[config.mk]
export PLATFORM = sky130hd
export DESIGN_NAME = tmc_timer16
export DESIGN_NICKNAME = d
export VERILOG_FILES = /design/src/hdl/tmc_timer16.v
export VERILOG_INCLUDE_DIRS = /design/src /design/src/shared
export SDC_FILE = /design/constraint.sdc
export NUM_CORES = 1
export LEC_CHECK = 0
export ABC_CLOCK_PERIOD_IN_PS = 10620
export BUFFER_PORTS_ARGS = -buffer_cell sky130_fd_sc_hd__buf_2
export CAP_MARGIN = 15
export CORE_MARGIN = 2
export CORE_UTILIZATION = 47
export CTS_BUF_LIST = sky130_fd_sc_hd__clkbuf_16
export DETAILED_ROUTE_END_ITERATION = 8
export HOLD_SLACK_MARGIN = 0.06
export PLACE_DENSITY = 0.65
export SYNTH_ARGS = -nofsm -noshare
export SYNTH_HDL_FRONTEND = slang
export SYNTH_SLANG_ARGS = --single-unit
[constraint.sdc]
create_clock -name pclk -period 10.62 [get_ports pclk]
set_input_delay 2.655 -clock pclk [delete_from_list [all_inputs] [get_ports pclk]]
set_output_delay 2.655 -clock pclk [all_outputs]
set_load 0.1 [all_outputs]
[src/shared/tmc_map.vh]
// Register map, field positions, reset values and mode codes of the 16-bit timer block
`ifndef TMC_MAP_VH
`define TMC_MAP_VH

// ****************************************
// Register indices (byte address = 4 * index)
// ****************************************
`define TMC_IDX_CTRL_A      10'h080
`define TMC_IDX_CTRL_B      10'h081
`define TMC_IDX_COUNTER     10'h084
`define TMC_IDX_CAPTURE     10'h086
`define TMC_IDX_COMPARE_A   10'h088
`define TMC_IDX_COMPARE_B   10'h08A
`define TMC_IDX_STATUS      10'h090

// ****************************************
// Field positions
// ****************************************
`define TMC_A_COM_A_HI      7
`define TMC_A_COM_A_LO      6
`define TMC_A_COM_B_HI      5
`define TMC_A_COM_B_LO      4
`define TMC_A_WM_HI         1
`define TMC_A_WM_LO         0
`define TMC_B_NOISE         7
`define TMC_B_EDGE          6
`define TMC_B_WM_HI         4
`define TMC_B_WM_LO         3
`define TMC_B_CS_HI         2
`define TMC_B_CS_LO         0
`define TMC_ST_OVF          0
`define TMC_ST_CMP_A        1
`define TMC_ST_CMP_B        2
`define TMC_ST_CAP          3

// ****************************************
// Reset values
// ****************************************
`define TMC_RST_CTRL        8'h00
`define TMC_RST_WORD        16'h0000

// ****************************************
// Fixed maxima and timing
// ****************************************
`define TMC_MAX_16          16'hFFFF
`define TMC_TOP_8BIT        16'h00FF
`define TMC_TOP_9BIT        16'h01FF
`define TMC_TOP_10BIT       16'h03FF
`define TMC_FILTER_SAMPLES  4

// ****************************************
// Clock select codes
// ****************************************
`define TMC_CS_STOP         3'h0
`define TMC_CS_DIV1         3'h1
`define TMC_CS_DIV8         3'h2
`define TMC_CS_DIV64        3'h3
`define TMC_CS_DIV256       3'h4
`define TMC_CS_DIV1024      3'h5
`define TMC_CS_EXT_FALL     3'h6
`define TMC_CS_EXT_RISE     3'h7

// ****************************************
// Compare output codes
// ****************************************
`define TMC_COM_OFF         2'h0
`define TMC_COM_TOGGLE      2'h1
`define TMC_COM_CLEAR       2'h2
`define TMC_COM_SET         2'h3

`endif

[src/hdl/tmc_timer16.v]
// 16-bit timer/counter with mode decode, waveform outputs and input capture
`timescale 1ns/10ps
`default_nettype none
`include "tmc_map.vh"

// What this block does
// - Compare-output codes 10/11 connect that channel's waveform to its pin; 01 only where that channel may toggle.
// - Non-PWM modes: 00 off, 01 toggle, 10 low, 11 high on match.
// - Fast PWM code 01 toggles A only in modes 14/15; B off.
// - Fast PWM 10 clears on match, sets at bottom; 11 inverse.
// - Fast PWM: compare equal to top with upper bit set ignores match.
// - Dual-slope code 01 toggles A only in modes 9/11; B off.
// - Dual-slope 10 clears on up-match, sets on down-match; 11 inverse.
// - Four-bit mode from two bits of control A and two of B.
// - Modes 0-7: normal, phase-correct fixed tops, CTC on A, fast PWM.
// - Modes 8-15: capture or compare A as top; mode 13 runs as normal mode 0.
// - Compare update and overflow timing follow the selected mode.
// - Noise filter changes capture input after four equal samples.
// - Edge select zero captures falling edge, one captures rising edge.
// - Capture copies counter into capture register and sets capture flag.
// - Capture disabled whenever capture register serves as top.
// - Clock select: stop, divide 1/8/64/256/1024, external fall/rise.
module tmc_timer16 (
	input  wire        pclk,
	input  wire        presetn,
	input  wire        psel,
	input  wire        penable,
	input  wire        pwrite,
	input  wire [11:0] paddr,
	input  wire [31:0] pwdata,
	output reg  [31:0] prdata,
	output reg         pready,
	output reg         pslverr,
	input  wire        capture_in,
	input  wire        ext_clk_in,
	output reg         wave_out_a,
	output reg         wave_conn_a,
	output reg         wave_out_b,
	output reg         wave_conn_b
);

	// ****************************************
	// Control registers
	// ****************************************
	reg  [1:0]  cmp_out_mode_a;
	reg  [1:0]  cmp_out_mode_b;
	reg  [3:0]  wave_mode;
	reg         capture_noise_filter;
	reg         capture_edge_sel;
	reg  [2:0]  clk_sel;
	reg  [15:0] counter_val;
	reg  [15:0] capture_val;
	reg  [15:0] compare_val_a;
	reg  [15:0] compare_val_b;
	reg  [15:0] compare_buf_a;
	reg  [15:0] compare_buf_b;
	reg         overflow_flag;
	reg         cmp_flag_a;
	reg         cmp_flag_b;
	reg         capture_flag;
	reg         count_up;
	reg         block_match;

	// ****************************************
	// Bus decode
	// ****************************************
	wire        access    = psel & penable & pready;
	wire [9:0]  index     = paddr[11:2];
	wire        aligned   = (paddr[1:0] == 2'h0);
	wire        hit_a     = aligned & (index == `TMC_IDX_CTRL_A);
	wire        hit_b     = aligned & (index == `TMC_IDX_CTRL_B);
	wire        hit_cnt   = aligned & (index == `TMC_IDX_COUNTER);
	wire        hit_cap   = aligned & (index == `TMC_IDX_CAPTURE);
	wire        hit_oa    = aligned & (index == `TMC_IDX_COMPARE_A);
	wire        hit_ob    = aligned & (index == `TMC_IDX_COMPARE_B);
	wire        hit_st    = aligned & (index == `TMC_IDX_STATUS);
	wire        mapped    = hit_a | hit_b | hit_cnt | hit_cap | hit_oa | hit_ob | hit_st;
	wire        wr        = access & pwrite & mapped;

	// ****************************************
	// Mode decode
	// ****************************************
	wire m_normal = (wave_mode == 4'd0) | (wave_mode == 4'd13);
	wire m_ctc    = (wave_mode == 4'd4) | (wave_mode == 4'd12);
	wire m_fast   = (wave_mode == 4'd5) | (wave_mode == 4'd6) | (wave_mode == 4'd7) |
	                (wave_mode == 4'd14) | (wave_mode == 4'd15);
	wire m_pfc    = (wave_mode == 4'd8) | (wave_mode == 4'd9);
	wire m_pc     = (wave_mode == 4'd1) | (wave_mode == 4'd2) | (wave_mode == 4'd3) |
	                (wave_mode == 4'd10) | (wave_mode == 4'd11);
	wire m_dual   = m_pfc | m_pc;
	wire top_icr  = (wave_mode == 4'd8) | (wave_mode == 4'd10) |
	                (wave_mode == 4'd12) | (wave_mode == 4'd14);
	wire top_oca  = (wave_mode == 4'd4) | (wave_mode == 4'd9) |
	                (wave_mode == 4'd11) | (wave_mode == 4'd15);
	wire tog_a_ok = m_normal | m_ctc | (m_fast & wave_mode[3]) |
	                (m_dual & wave_mode[0] & wave_mode[3]);

	reg  [15:0] top;
	always @* begin
		case (wave_mode[1:0])
			2'd1:    top = `TMC_TOP_8BIT;
			2'd2:    top = `TMC_TOP_9BIT;
			default: top = `TMC_TOP_10BIT;
		endcase
		if (top_icr) begin
			top = capture_val;
		end else if (top_oca) begin
			top = compare_val_a;
		end else if (m_normal) begin
			top = `TMC_MAX_16;
		end
	end

	// ****************************************
	// Prescaler and external clock
	// ****************************************
	reg  [9:0] prescale;
	reg  [2:0] ext_sync;
	reg        tick;
	always @(posedge pclk or negedge presetn) begin
		if (!presetn) begin
			prescale <= 10'h000;
			ext_sync <= 3'h0;
		end else begin
			ext_sync <= {ext_sync[1:0], ext_clk_in};
			// Prescaler runs whenever the clock source is not stopped
			if (clk_sel == `TMC_CS_STOP) begin
				prescale <= 10'h000;
			end else begin
				prescale <= prescale + 10'h001;
			end
		end
	end

	always @* begin
		case (clk_sel)
			`TMC_CS_DIV1:     tick = 1'b1;
			`TMC_CS_DIV8:     tick = (prescale[2:0] == 3'h7);
			`TMC_CS_DIV64:    tick = (prescale[5:0] == 6'h3F);
			`TMC_CS_DIV256:   tick = (prescale[7:0] == 8'hFF);
			`TMC_CS_DIV1024:  tick = (prescale == 10'h3FF);
			`TMC_CS_EXT_FALL: tick = ext_sync[2] & ~ext_sync[1];
			`TMC_CS_EXT_RISE: tick = ~ext_sync[2] & ext_sync[1];
			default:          tick = 1'b0;
		endcase
	end

	// ****************************************
	// Capture input: sync, filter, edge
	// ****************************************
	reg  [1:0] cap_sync;
	reg  [3:0] cap_hist;
	reg        cap_filt;
	reg        cap_prev;
	wire       all_hi   = (cap_hist == 4'hF);
	wire       all_lo   = (cap_hist == 4'h0);
	wire       cap_edge = capture_edge_sel ? (cap_filt & ~cap_prev)
	                                       : (~cap_filt & cap_prev);
	wire       cap_evt  = cap_edge & ~top_icr;
	always @(posedge pclk or negedge presetn) begin
		if (!presetn) begin
			cap_sync <= 2'h0;
			cap_hist <= 4'h0;
			cap_filt <= 1'b0;
			cap_prev <= 1'b0;
		end else begin
			cap_sync <= {cap_sync[0], capture_in};
			cap_hist <= {cap_hist[2:0], cap_sync[1]};
			cap_prev <= cap_filt;
			// Filter adds latency but rejects glitches shorter than four samples
			if (!capture_noise_filter) begin
				cap_filt <= cap_sync[1];
			end else if (all_hi | all_lo) begin
				cap_filt <= cap_hist[3];
			end
		end
	end

	// ****************************************
	// Counter and events
	// ****************************************
	wire at_top    = (counter_val == top);
	wire at_bottom = (counter_val == 16'h0000);
	wire match_a   = tick & ~block_match & (counter_val == compare_val_a);
	wire match_b   = tick & ~block_match & (counter_val == compare_val_b);
	wire ovf_evt   = tick & (((m_normal | m_ctc) & (counter_val == `TMC_MAX_16)) |
	                 (m_fast & at_top) | (m_dual & at_bottom & ~count_up));
	wire upd_evt   = tick & (((m_fast | m_pc) & at_top) |
	                 (m_pfc & at_bottom & ~count_up));
	wire icf_top   = tick & top_icr & at_top;
	wire buffered  = m_fast | m_dual;

	reg  [15:0] next_counter;
	reg         next_up;
	always @* begin
		next_counter = counter_val;
		next_up      = count_up;
		if (m_dual) begin
			if (count_up & at_top) begin
				next_up      = 1'b0;
				next_counter = counter_val - 16'h0001;
			end else if (!count_up & at_bottom) begin
				next_up      = 1'b1;
				next_counter = counter_val + 16'h0001;
			end else if (count_up) begin
				next_counter = counter_val + 16'h0001;
			end else begin
				next_counter = counter_val - 16'h0001;
			end
		end else if (at_top) begin
			next_up      = 1'b1;
			next_counter = 16'h0000;
		end else begin
			next_up      = 1'b1;
			next_counter = counter_val + 16'h0001;
		end
	end

	// ****************************************
	// Register writes and hardware updates
	// ****************************************
	always @(posedge pclk or negedge presetn) begin
		if (!presetn) begin
			cmp_out_mode_a       <= 2'h0;
			cmp_out_mode_b       <= 2'h0;
			wave_mode            <= 4'h0;
			capture_noise_filter <= 1'b0;
			capture_edge_sel     <= 1'b0;
			clk_sel              <= 3'h0;
			counter_val          <= `TMC_RST_WORD;
			capture_val          <= `TMC_RST_WORD;
			compare_val_a        <= `TMC_RST_WORD;
			compare_val_b        <= `TMC_RST_WORD;
			compare_buf_a        <= `TMC_RST_WORD;
			compare_buf_b        <= `TMC_RST_WORD;
			overflow_flag        <= 1'b0;
			cmp_flag_a           <= 1'b0;
			cmp_flag_b           <= 1'b0;
			capture_flag         <= 1'b0;
			count_up             <= 1'b1;
			block_match          <= 1'b0;
		end else begin
			if (wr & hit_a) begin
				cmp_out_mode_a <= pwdata[`TMC_A_COM_A_HI:`TMC_A_COM_A_LO];
				cmp_out_mode_b <= pwdata[`TMC_A_COM_B_HI:`TMC_A_COM_B_LO];
				wave_mode[1:0] <= pwdata[`TMC_A_WM_HI:`TMC_A_WM_LO];
			end
			if (wr & hit_b) begin
				capture_noise_filter <= pwdata[`TMC_B_NOISE];
				capture_edge_sel     <= pwdata[`TMC_B_EDGE];
				wave_mode[3:2]       <= pwdata[`TMC_B_WM_HI:`TMC_B_WM_LO];
				clk_sel              <= pwdata[`TMC_B_CS_HI:`TMC_B_CS_LO];
			end
			if (wr & hit_oa) begin
				compare_buf_a <= pwdata[15:0];
			end
			if (wr & hit_ob) begin
				compare_buf_b <= pwdata[15:0];
			end
			// Buffered modes latch at the update point; the others take the buffer at once
			if (wr & hit_oa & ~buffered) begin
				compare_val_a <= pwdata[15:0];
			end else if (upd_evt | ~buffered) begin
				compare_val_a <= compare_buf_a;
			end
			if (wr & hit_ob & ~buffered) begin
				compare_val_b <= pwdata[15:0];
			end else if (upd_evt | ~buffered) begin
				compare_val_b <= compare_buf_b;
			end
			// A counter write suppresses the match on the next tick
			if (wr & hit_cnt) begin
				counter_val <= pwdata[15:0];
				block_match <= 1'b1;
			end else if (tick) begin
				counter_val <= next_counter;
				count_up    <= next_up;
				block_match <= 1'b0;
			end
			if (cap_evt) begin
				capture_val <= counter_val;
			end else if (wr & hit_cap) begin
				capture_val <= pwdata[15:0];
			end
			// Hardware set wins over a write-one clear in the same cycle
			if (ovf_evt) begin
				overflow_flag <= 1'b1;
			end else if (wr & hit_st & pwdata[`TMC_ST_OVF]) begin
				overflow_flag <= 1'b0;
			end
			if (match_a) begin
				cmp_flag_a <= 1'b1;
			end else if (wr & hit_st & pwdata[`TMC_ST_CMP_A]) begin
				cmp_flag_a <= 1'b0;
			end
			if (match_b) begin
				cmp_flag_b <= 1'b1;
			end else if (wr & hit_st & pwdata[`TMC_ST_CMP_B]) begin
				cmp_flag_b <= 1'b0;
			end
			if (cap_evt | icf_top) begin
				capture_flag <= 1'b1;
			end else if (wr & hit_st & pwdata[`TMC_ST_CAP]) begin
				capture_flag <= 1'b0;
			end
		end
	end

	// ****************************************
	// Waveform channels
	// ****************************************
	wire [1:0]  wave_q;
	wire [1:0]  conn_q;
	genvar ch;
	generate
		for (ch = 0; ch < 2; ch = ch + 1) begin : g_chan
			wire [1:0]  com   = (ch == 0) ? cmp_out_mode_a : cmp_out_mode_b;
			wire [15:0] ocr   = (ch == 0) ? compare_val_a : compare_val_b;
			wire        match = (ch == 0) ? match_a : match_b;
			wire        tog   = (ch == 0) ? tog_a_ok : (m_normal | m_ctc);
			wire        conn  = (com[1] | (com[0] & tog));
			wire        skip  = m_fast & com[1] & (ocr == top);
			reg         wave;
			reg         next_wave;
			always @* begin
				next_wave = wave;
				if (match & ~skip) begin
					if (com == `TMC_COM_TOGGLE) begin
						next_wave = tog ? ~wave : wave;
					end else if (com[1] & m_dual) begin
						next_wave = count_up ^ com[0];
						next_wave = ~next_wave;
					end else if (com[1]) begin
						next_wave = com[0];
					end
				end
				if (m_fast & com[1] & tick & at_top) begin
					next_wave = ~com[0];
				end
			end
			always @(posedge pclk or negedge presetn) begin
				if (!presetn) begin
					wave <= 1'b0;
				end else begin
					wave <= next_wave;
				end
			end
			assign wave_q[ch] = wave;
			assign conn_q[ch] = conn;
		end
	endgenerate

	// ****************************************
	// Outputs and bus answer
	// ****************************************
	reg [31:0] rd_word;
	always @* begin
		rd_word = 32'h0000_0000;
		if (hit_a) begin
			rd_word[7:0] = {cmp_out_mode_a, cmp_out_mode_b, 2'h0, wave_mode[1:0]};
		end else if (hit_b) begin
			rd_word[7:0] = {capture_noise_filter, capture_edge_sel, 1'b0,
			                wave_mode[3:2], clk_sel};
		end else if (hit_cnt) begin
			rd_word[15:0] = counter_val;
		end else if (hit_cap) begin
			rd_word[15:0] = capture_val;
		end else if (hit_oa) begin
			rd_word[15:0] = compare_buf_a;
		end else if (hit_ob) begin
			rd_word[15:0] = compare_buf_b;
		end else if (hit_st) begin
			rd_word[3:0] = {capture_flag, cmp_flag_b, cmp_flag_a, overflow_flag};
		end
	end

	always @(posedge pclk or negedge presetn) begin
		if (!presetn) begin
			prdata      <= 32'h0000_0000;
			pready      <= 1'b0;
			pslverr     <= 1'b0;
			wave_out_a  <= 1'b0;
			wave_conn_a <= 1'b0;
			wave_out_b  <= 1'b0;
			wave_conn_b <= 1'b0;
		end else begin
			// One wait state: ready rises on the second access cycle
			pready      <= psel & penable & ~pready;
			pslverr     <= psel & penable & ~pready & ~mapped;
			prdata      <= (psel & penable & ~pready & ~pwrite) ? rd_word : 32'h0000_0000;
			wave_out_a  <= wave_q[0];
			wave_conn_a <= conn_q[0];
			wave_out_b  <= wave_q[1];
			wave_conn_b <= conn_q[1];
		end
	end

endmodule // tmc_timer16
`default_nettype wire

# == Word-level counts from Yosys, hierarchy flattened ==
# Cells that the tools add are included.
# totals
elab_cells,288
out_inout_bits,38
regBits,160
in_bits,51
# classes
bitwise,124
n_reduce_logical,21
n_eq_ne,48
add_sub_neg,3
muxes,58
# ops
operator,n
2-to-1 mux 16 bit,20
== test 16 bit,5
== test 10 x 8 -> 1 bit (second input constant),7
bitwise AND 1 bit,65
bitwise OR 1 bit,37
== test 4 bit (second input constant),9
2-to-1 mux 8 bit,4
2-to-1 mux 1 bit,28
NOT 1 bit,20
one-hot mux 10 bit (2 select lines),1
nonzero test 2 bit,10
adder 16 x 1 -> 16 bit (second input constant),1
== test 16 bit (second input constant),1
== test 4 x 3 -> 1 bit (second input constant),4
logical NOT 16 bit,1
subtractor 16 x 1 -> 16 bit (second input constant),1
== test 3 bit (second input constant),5
2-to-1 mux 12 bit,1
adder 10 x 1 -> 10 bit (second input constant),1
== test 10 bit (second input constant),1
2-to-1 mux 10 bit,1
AND reduction 3 bit,3
== test 4 x 2 -> 1 bit (second input constant),2
== test 8 bit (second input constant),1
other kinds (17),25

# == Depth between registers and ports, before layout ==
# Gate-level depths: netlist (run 1).
# logic_depth
word_depth,13
mapped_depth,17
depth_no_buf,12

# == Worst setup path after synthesis (run 1) ==
# OpenSTA, ideal clock, no wires.
# synth_timing
path_type,input to register
start,in paddr[7]
end,reg prdata[10]
t_required_ps,10492
setup_ps,128
path_stages,8
path_buffers,2
slack_ps,5450
arrival_ps,5042
cell_sequence,or3b_2 -> nor4_1 -> and2_1 -> clkbuf_1 -> buf_1 -> mux2_2 -> a222oi_1 -> nor2_1
# synth_between
elab_chain_len,9
word_cells_on_any_way,19
classes_between,eq/ne: 6; mux: 7; bitwise: 6
# synth_lines
item,line_no,text
start: declaration,tmc_timer16.v:29,"input wire [11:0] paddr,"
== test 10 x 8 -> 1 bit (no source line),-,
bitwise AND 1 bit,tmc_timer16.v:75,wire hit_ob = aligned & (index == `TMC_IDX_COMPARE_B);
2-to-1 mux 12 bit,tmc_timer16.v:370,end else if (hit_ob) begin
2-to-1 mux 16 bit,tmc_timer16.v:368,end else if (hit_oa) begin
2-to-1 mux 16 bit,tmc_timer16.v:366,end else if (hit_cap) begin
2-to-1 mux 16 bit,tmc_timer16.v:364,end else if (hit_cnt) begin
2-to-1 mux 8 bit,tmc_timer16.v:361,end else if (hit_b) begin
2-to-1 mux 8 bit *,tmc_timer16.v:359,if (hit_a) begin
2-to-1 mux 16 bit *,tmc_timer16.v:390,prdata <= (psel & penable & ~pready & ~pwrite) ? rd_word : 32'h0000_0000;
end signal: assignment,tmc_timer16.v:390,
end: declaration,tmc_timer16.v:31,"output reg [31:0] prdata,"
# Mark *: on every way between the ends. The rest lies on a longest branch, timed or not.
# A chain may end at the register's enable or synchronous reset.

# == Worst setup path in the final report (run 1) ==
# layout_timing
start,in paddr[7]
end,reg counter_val[6]
# layout_between
elab_chain_len,11
word_cells_on_any_way,24
classes_between,eq/ne: 7; mux: 1; bitwise: 15; reduce/logical: 1
# layout_lines
item,line_no,text
== test 10 x 8 -> 1 bit (no source line),-,
bitwise AND 1 bit (on tied branches),"tmc_timer16.v:70, tmc_timer16.v:71",
bitwise OR 1 bit (6 in a row),tmc_timer16.v:77,wire mapped = hit_a | hit_b | hit_cnt | hit_cap | hit_oa | hit_ob | hit_st;
bitwise AND 1 bit,tmc_timer16.v:78,wire wr = access & pwrite & mapped;
bitwise AND 1 bit *,tmc_timer16.v:272,if (wr & hit_cnt) begin
2-to-1 mux 16 bit or nonzero test 2 bit (tied branches),-,
end signal: assignment,tmc_timer16.v:230,counter_val <= `TMC_RST_WORD;
end signal: assignment,tmc_timer16.v:273,counter_val <= pwdata[15:0];
end signal: assignment,tmc_timer16.v:276,counter_val <= next_counter;
end: declaration,tmc_timer16.v:51,reg [15:0] counter_val;
# Marks and branches as above.

==> summary.md, run 1 <==
| Metric | Value |
|---|---|
| Via count | `9015` |
| Root Buffer | `clkbuf_16` |
| Synth Instances | `1095` |
| Hold buffer count at cts | `0` |
| RR Startpoint | `wave_mode[0]$_DFFE_PN0P_` |
| RSZ-0062 raised after global routing | `false` |
| Synthesized area | `10300 um^2` |
| Worst-Margin Slew | `1220 ps` |
| CP dominant cell by count | `nand2_1` |
| Synth warn | `0` |
| Final hold violations | `0` |
| WS Path Type | `primary input to flop` |
| Clk pwr share | `0.472` |
| Clock Path Buffers | `2` |
| Later-pin clock latency in the skew report | `440 ps` |
| ANT nets after route | `0` |
| Leakage | `4.86 nW` |
| Internal power | `954 uW` |
| Final period utilization | `0.552` |
| Pin count of the biggest net entering global routing | `90` |
| Vias in the first global route | `8448` |
| First-pass GRT wire length | `51.2 mm` |
| R2R Setup Slk | `5750 ps` |
| Clk_skew | `14.1 ps` |
| Share of flip-flops with an asynchronous set or reset | `1.00` |
| IO Count | `89` |
| Gr usage total | `0.285` |
| Reg2reg end | `g_chan[1].wave$_DFFE_PN0P_` |
| Largest stage delay on the critical path | `780 ps` |
| Area growth, synth to finish | `8.49%` |
| Setup TNS Final | `0 ps` |
| Psw | `345 uW` |
| Status | `finished, final reports clean` |
| Worst reg2reg path depth | `12` |
| Worst setup path endpoint | `counter_val[6]$_DFFE_PN0P_` |
| # diodes | `0` |
| Register share of total power | `0.475` |
| Switching share of power | `0.266` |
| I/O Buffers | `56` |
| Fillers | `2027` |
| Critical Path Source Type | `primary input` |
| Yosys cell types | `96` |
| GP Congestion | `0.987` |
| Register area share after synthesis | `0.388` |
| Buf/Inv on CP | `2` |
| Worst Path Max Fanout | `22` |
| Critical path depth in cells | `12` |
| Number of synthesized flops with an enable pin | `0` |
| Crit path arrival time | `6240 ps` |
| Gate power share | `0.053` |
| Final setup fails | `0` |
| Remaining Overflow, GRT | `0` |
| Crit path max-delay family | `simple AND/OR/NAND/NOR gates` |
| CP startpoint | `paddr[7]` |
| Post-CTS Setup Inserts | `0` |
| CP required | `11000 ps` |
| Initial Util | `0.476` |
| Pwr Density | `116 nW/um^2` |
| Detailed router's first-iteration violation count | `933` |
| CTS Buf Count | `17` |
| Pins over their slew limit | `0` |
| CTS sink count | `160` |
| Pwr Total | `1.30 mW` |
| Core Footprint | `21700 um^2` |
| Die span in y | `152 um` |
| Site Rows | `54` |
| CP max-delay cell | `and2_1` |
| Avg WL per Cell | `23.9 um` |
| Crit path time final | `5860 ps` |
| Hold WS | `351 ps` |
| Hold WC Path Type | `flop to flop` |
| TritonRoute pass-1 iters | `8` |
| Drc violations | `0` |
| Initial antenna violation count | `0` |
| Post-Route WL | `33.5 mm` |
| Post-CTS Resized | `0` |
| Layout Nets | `1167` |
| Mean Syn Cell Area | `9.43 um^2` |
| CTS tree | `yes` |
| Worst Setup Slack, final | `4760 ps` |
| Seq cells post-synth | `160` |
| Clk pin slew, worst setup/hold paths | `70 ps` |
| Slew headroom | `0.183` |
| F_max | `171 MHz` |
| Horiz. Die Dim | `152 um` |
| VDD IR max | `90.2 uV` |
| HPWL after detailed placement | `23.3 mm` |
| Max Cap Viol | `0` |
| Die area | `23200 um^2` |
| Top FF cell, synth | `dfrtp_1` |
| Layout cells sized above 1 | `0.194` |
| CP endpoint kind | `flop` |
| Worst slack, placed | `4370 ps` |
| CP Cell Sequence | `buf_2 > or3b_2 > nor4_1 > and2_1 > nand2_1 > buf_4 > nand2_1 > o22ai_1 > a21oi_1 > o211a_1 > o32a_1 > a21o_1` |
| Vias per cell | `6.44` |
| H-tree depth | `4` |
worst min-delay path by stage:
stage                           from               endpoint  cells after the start  slack, ps
6_report       cap_sync[0]$_DFF_PN0_  cap_sync[1]$_DFF_PN0_                      0        350
5_1_grt        cap_sync[0]$_DFF_PN0_  cap_sync[1]$_DFF_PN0_                      0        360
4_1_cts        ext_sync[0]$_DFF_PN0_  ext_sync[1]$_DFF_PN0_                      0        350
3_5_place_dp   ext_sync[0]$_DFF_PN0_  ext_sync[1]$_DFF_PN0_                      0        330
3_3_place_gp   ext_sync[0]$_DFF_PN0_  ext_sync[1]$_DFF_PN0_                      0        330
2_1_floorplan  cap_sync[0]$_DFF_PN0_  cap_sync[1]$_DFF_PN0_                      0        330
placed cells by master, fill, tap and decap left out, types with 7 or more instances in the layout:
cell type	instances
buf_2	55
nand2b_1	23
nand4_1	13
nand3_1	29
dfrtp_1	159
nor2_1	95
xor2_1	52
a222oi_1	11
inv_1	30
clkbuf_16	17
o221ai_1	7
a211oi_1	7
nand2_1	88
and2_1	9
mux2i_1	22
a21oi_1	73
a221oi_1	8
mux2_2	54
ha_1	9
o22ai_1	26
buf_4	11
xnor2_1	21
conb_1	16
nor3_1	23
and3_1	12
o211ai_1	9
o221a_2	32
o21ai_0	35
nor2b_1	12
nor4_1	14
cell type report:
cell class	instances	area [um^2]	area share
Clock buffer	17	425	0.0380
Tap cell	280	350	0.0313
Multi-Input combinational cell	830	5770	0.515
Inverter	30	113	0.0100
Timing Repair Buffer	68	397	0.0354
Clock inverter	15	148	0.0132
Sequential cell	160	4010	0.357
sequential cells by signal, summed over array words and instances (netlist names), 4 cells and up:
signal	flops
compare_val_b	16
prescale	10
cap_hist	4
compare_buf_b	16
capture_val	16
compare_val_a	16
prdata	16
wave_mode	4
compare_buf_a	16
counter_val	16
cell usage after synthesis (11+ instances only):
| master | n | share of area |
|---|---|---|
| a21oi_1 | 73 | 0.035 |
| a222oi_1 | 11 | 0.011 |
| and3_1 | 12 | 0.0073 |
| buf_4 | 20 | 0.015 |
| clkbuf_1 | 48 | 0.017 |
| dfrtp_1 | 159 | 0.39 |
| inv_1 | 29 | 0.011 |
| mux2_2 | 54 | 0.059 |
| mux2i_1 | 22 | 0.021 |
| nand2_1 | 88 | 0.032 |
| nand2b_1 | 23 | 0.014 |
| nand3_1 | 29 | 0.014 |
| nand4_1 | 13 | 0.0079 |
| nor2_1 | 96 | 0.035 |
| nor2b_1 | 12 | 0.0073 |
| nor3_1 | 23 | 0.011 |
| nor4_1 | 14 | 0.0085 |
| o21ai_0 | 35 | 0.017 |
| o221a_2 | 32 | 0.035 |
| o22ai_1 | 26 | 0.016 |
| xnor2_1 | 21 | 0.018 |
| xor2_1 | 52 | 0.044 |
power by group through the flow:
stage	Sequential, mW	Clock, mW	Combinational [mW]
after floorplan	0.631	0	0.0392
after global placement	0.629	0	0.0675
after detailed placement	0.629	0	0.0681
after CTS	0.618	0.620	0.0680
after global routing	0.618	0.649	0.0739
final	0.618	0.613	0.0691
metrics by stage:
step	utilization	cell area, um^2	std cells
floorplan	-	10400	1110
global placement	0.489	10600	1367
global route	0.517	11200	1400
CTS	0.515	11200	1399
detailed placement	0.489	10600	1367
finish	0.517	11200	1400
logic make-up after synthesis:
family	share of synthesized area
multiplexers	0.0802
AO/OA/AOI/OAI	0.226
flip-flops	0.388
other	0.000363
adder cells (fa/ha/maj)	0.0109
buffers and inverters	0.0595
XOR/XNOR	0.0619
AND/OR/NAND/NOR	0.173
routing by layer:
metal / vias up / part of all wire / GRT usage
li1: 4046 / - / -
met1: 4509 / 0.43 / 0.405
met2: 405 / 0.46 / 0.447
met3: 55 / 0.087 / 0.0520
met4: 0 / 0.022 / 0.0823
met5: - / 0 / 0
worst register-to-register path: cells and delay by family (launching register included):
kind	cells	cell delay, ps
flops	1	460
mux	1	460
simple gates	4	1640
buf+inv	1	130
fa+ha+maj	1	420
compound gates	5	1640
Note: power is estimated with default switching activity, not from simulation.
==> inputs of run 2 (changes only) <==
--- a/config.mk
+++ b/config.mk
@@ -6,7 +6,7 @@
 export SDC_FILE = /design/constraint.sdc
 export NUM_CORES = 1
 export LEC_CHECK = 0
-export ABC_CLOCK_PERIOD_IN_PS = 10620
+export ABC_CLOCK_PERIOD_IN_PS = 4800
 export BUFFER_PORTS_ARGS = -buffer_cell sky130_fd_sc_hd__buf_2
 export CAP_MARGIN = 15
 export CORE_MARGIN = 2
@@ -14,7 +14,7 @@
 export CTS_BUF_LIST = sky130_fd_sc_hd__clkbuf_16
 export DETAILED_ROUTE_END_ITERATION = 8
 export HOLD_SLACK_MARGIN = 0.06
-export PLACE_DENSITY = 0.65
+export PLACE_DENSITY = 0.68
 export SYNTH_ARGS = -nofsm -noshare
 export SYNTH_HDL_FRONTEND = slang
 export SYNTH_SLANG_ARGS = --single-unit
==> constraint.sdc (replaced) <==
create_clock -name pclk -period 4.8 [get_ports pclk]
set_input_delay 1.2 -clock pclk [delete_from_list [all_inputs] [get_ports pclk]]
set_output_delay 1.2 -clock pclk [all_outputs]
set_load 0.1 [all_outputs]
==> summary.md, run 2 (synthesis results as in run 1) <==
| Metric | Value |
|---|---|
| R2R Setup Slk | `430 ps (-5320 ps)` |
| Largest stage delay on the critical path | `550 ps (-230 ps)` |
| Layout Nets | `1190 (+2.0%)` |
| Leakage | `4.99 nW (+2.5%)` |
| Final std cells w/o fill | `1423 (+1.6%)` |
| Fillers | `1971 (-2.8%)` |
| Psw | `763 uW (+120%)` |
| Register share of total power | `0.467 (-0.008)` |
| VDD IR max | `234 uV (+160%)` |
| I/O Buffers | `56 (unchanged)` |
| Pwr Density | `257 nW/um^2 (+120%)` |
| RSZ-0062 raised after global routing | `false` |
| Clk pwr share | `0.481 (+0.009)` |
| Switching share of power | `0.261 (-0.00526)` |
| CP max-delay cell | `a21oi_4` |
| Gate power share | `0.052 (about the same)` |
| GP Congestion | `0.999 (+1.2%)` |
| HP Start | `ext_sync[0]$_DFF_PN0_` |
| Via count | `9134 (+1.3%)` |
| Crit path arrival time | `4740 ps (-1500 ps)` |
| CTS sink count | `160 (unchanged)` |
| CTS tree | `yes` |
| Clk pin slew, worst setup/hold paths | `70 ps (about the same)` |
| Drc violations | `0 (unchanged)` |
| H-tree depth | `4 (unchanged)` |
| Horiz. Die Dim | `152 um (unchanged)` |
| Die span in y | `152 um (unchanged)` |
| Clock Path Buffers | `2 (unchanged)` |
| CP Cell Sequence | `inv_1 > ha_1 > nor2b_1 > buf_4 > nor2_1 > o311ai_1 > mux2_2 > and4_4 > and4_1 > a22oi_4 > nor2_2 > a21oi_4 > o221a_2` |
| Vias per cell | `6.42 (-0.32%)` |
| # diodes | `0 (unchanged)` |
| First-pass GRT wire length | `51.5 mm (+0.73%)` |
| Slew headroom | `0.353 (+0.170)` |
| Pins over their slew limit | `0 (unchanged)` |
| Core Footprint | `21700 um^2 (unchanged)` |
| ANT nets after route | `0 (unchanged)` |
| HPWL after detailed placement | `23.5 mm (+0.96%)` |
| Post-Route WL | `33.3 mm (-0.76%)` |
| Root Buffer | `clkbuf_16` |
| Worst Path Max Fanout | `16 (-27%)` |
| CTS Buf Count | `17 (unchanged)` |
| Clk_skew | `10.0 ps (-4.07 ps)` |
| Final period utilization | `0.910` |
| Setup TNS Final | `0 ps (unchanged)` |
| Worst Hold End | `ext_sync[1]$_DFF_PN0_` |
| Final setup fails | `0 (unchanged)` |
| Hold Path Cell Cnt | `0 (unchanged)` |
| Detailed router's first-iteration violation count | `1075 (+15%)` |
| Reg2reg end | `compare_val_b[0]$_DFFE_PN0P_` |
| CP endpoint kind | `flop` |
| Hold buffer count at cts | `0 (unchanged)` |
| Worst-Margin Slew | `971 ps (-251 ps)` |
| Initial Util | `0.476 (unchanged)` |
| Later-pin clock latency in the skew report | `440 ps (about the same)` |
| F_max | `229 MHz` |
| Hold WC Path Type | `flop to flop` |
| IO Count | `89 (unchanged)` |
| Die area | `23200 um^2 (unchanged)` |
| RR Startpoint | `wave_mode[1]$_DFFE_PN0P_` |
| Post-CTS Setup Inserts | `0 (unchanged)` |
| Critical Path Source Type | `flop` |
| Status | `finished, final reports clean` |
| CP required | `5170 ps (-5830 ps)` |
| TritonRoute pass-1 iters | `8 (unchanged)` |
| Most frequent cells in the layout | `dfrtp_1, nor2_1, nand2_1` |
| Buf/Inv on CP | `2 (unchanged)` |
| Layout cells sized above 1 | `0.210 (+0.0162)` |
| Max Cap Viol | `0 (unchanged)` |
| Commonest non-fill, non-tap cell in the layout | `dfrtp_1` |
| Crit path max-delay family | `compound AO/OA/AOI/OAI gates` |
| Routed wl met2 | `15.2 mm (-1.8%)` |
| Crit path time final | `4370 ps` |
| Initial antenna violation count | `0 (unchanged)` |
| Highest metal used | `met4` |
| Gr usage total | `0.287 (+0.00206)` |
| Pin count of the biggest net entering global routing | `101 (+12%)` |
| Met3 routed WL | `2.54 mm (-13%)` |
| Site Rows | `54 (unchanged)` |
| Post-Route M1 WL | `14.3 mm (-0.78%)` |
| Remaining Overflow, GRT | `0 (unchanged)` |
| Avg WL per Cell | `23.4 um (-2.4%)` |
| Post-CTS Resized | `0 (unchanged)` |
| Area growth, synth to finish | `10.5%` |
| Post-Place Cells | `1390 (+1.7%)` |
| Worst reg2reg path depth | `13 (+1)` |
| Internal power | `2.17 mW (+130%)` |
| Vias in the first global route | `8644 (+2.3%)` |
| WS Path Type | `flop to flop` |
| Final hold violations | `0 (unchanged)` |
| Pwr Total | `2.93 mW (+130%)` |
-- run 2: cell count changes in the layout (fill, tap and decap cells not counted), sizes merged --
cell / before / now
clkinvlp: 1 / 0
bufinv: 1 / 2
inv: 38 / 36
clkinv: 5 / 7
buf: 68 / 91
-- run 2: worst reg2reg max path, stage by stage (launching register included) --
cell      delay (ps)
dfrtp_1          430
inv_1            140
ha_1             290
nor2b_1          430
buf_4            250
nor2_1            80
o311ai_1         530
mux2_2           400
and4_4           170
and4_1           320
a22oi_4          300
nor2_2           100
a21oi_4          550
o221a_2          320
-- run 2: stage by stage --
stage | instance area, um^2 | util | worst slack (ps) | hold slack, ps
finish | 11400 | 0.526 | 432 | 353
global route | 11400 | 0.526 | 153 | 359
CTS | 11400 | 0.526 | 467 | 354
detailed placement | 10800 | 0.498 | 498 | 337
global placement | 10800 | 0.498 | 546 | 335
floorplan | 10400 | - | 1090 | 331
-- run 2: metal layers --
metal	track usage	vias to the layer above
met4	0.120	0
li1	-	4097
met2	0.443	423
met5	0	-
met3	0.0461	80
met1	0.404	4534
-- run 2: power groups by stage --
stage | registers (mW) | clock network (mW) | logic (mW)
CTS | 1.37 | 1.43 | 0.153
finish | 1.37 | 1.41 | 0.152
global route | 1.37 | 1.48 | 0.163
global placement | 1.39 | 0 | 0.152
floorplan | 1.40 | 0 | 0.0866
detailed placement | 1.39 | 0 | 0.153
-- run 2: worst max path at each step --
stage,startpoint,end,slack (ps),cells past startpoint
after floorplan,paddr[7],prdata[10]$_DFF_PN0_,1090,8
after global placement,wave_mode[1]$_DFFE_PN0P_,compare_val_b[9]$_DFFE_PN0P_,550,13
after detailed placement,wave_mode[0]$_DFFE_PN0P_,compare_val_b[15]$_DFFE_PN0P_,500,12
after CTS,wave_mode[0]$_DFFE_PN0P_,compare_val_b[0]$_DFFE_PN0P_,470,12
after global routing,wave_mode[0]$_DFFE_PN0P_,counter_val[11]$_DFFE_PN0P_,150,13
final,wave_mode[1]$_DFFE_PN0P_,compare_val_b[0]$_DFFE_PN0P_,430,13
-- run 2: cell type report --
class | count | area, um^2 | share of cell area
inverters | 30 | 113 | 0.00987
flip-flops and latches | 160 | 4010 | 0.351
multi-input cells | 830 | 5770 | 0.506
well taps | 280 | 350 | 0.0307
repair buffers | 91 | 572 | 0.0501
clock inverters | 15 | 175 | 0.0154
clock buffers | 17 | 425 | 0.0373
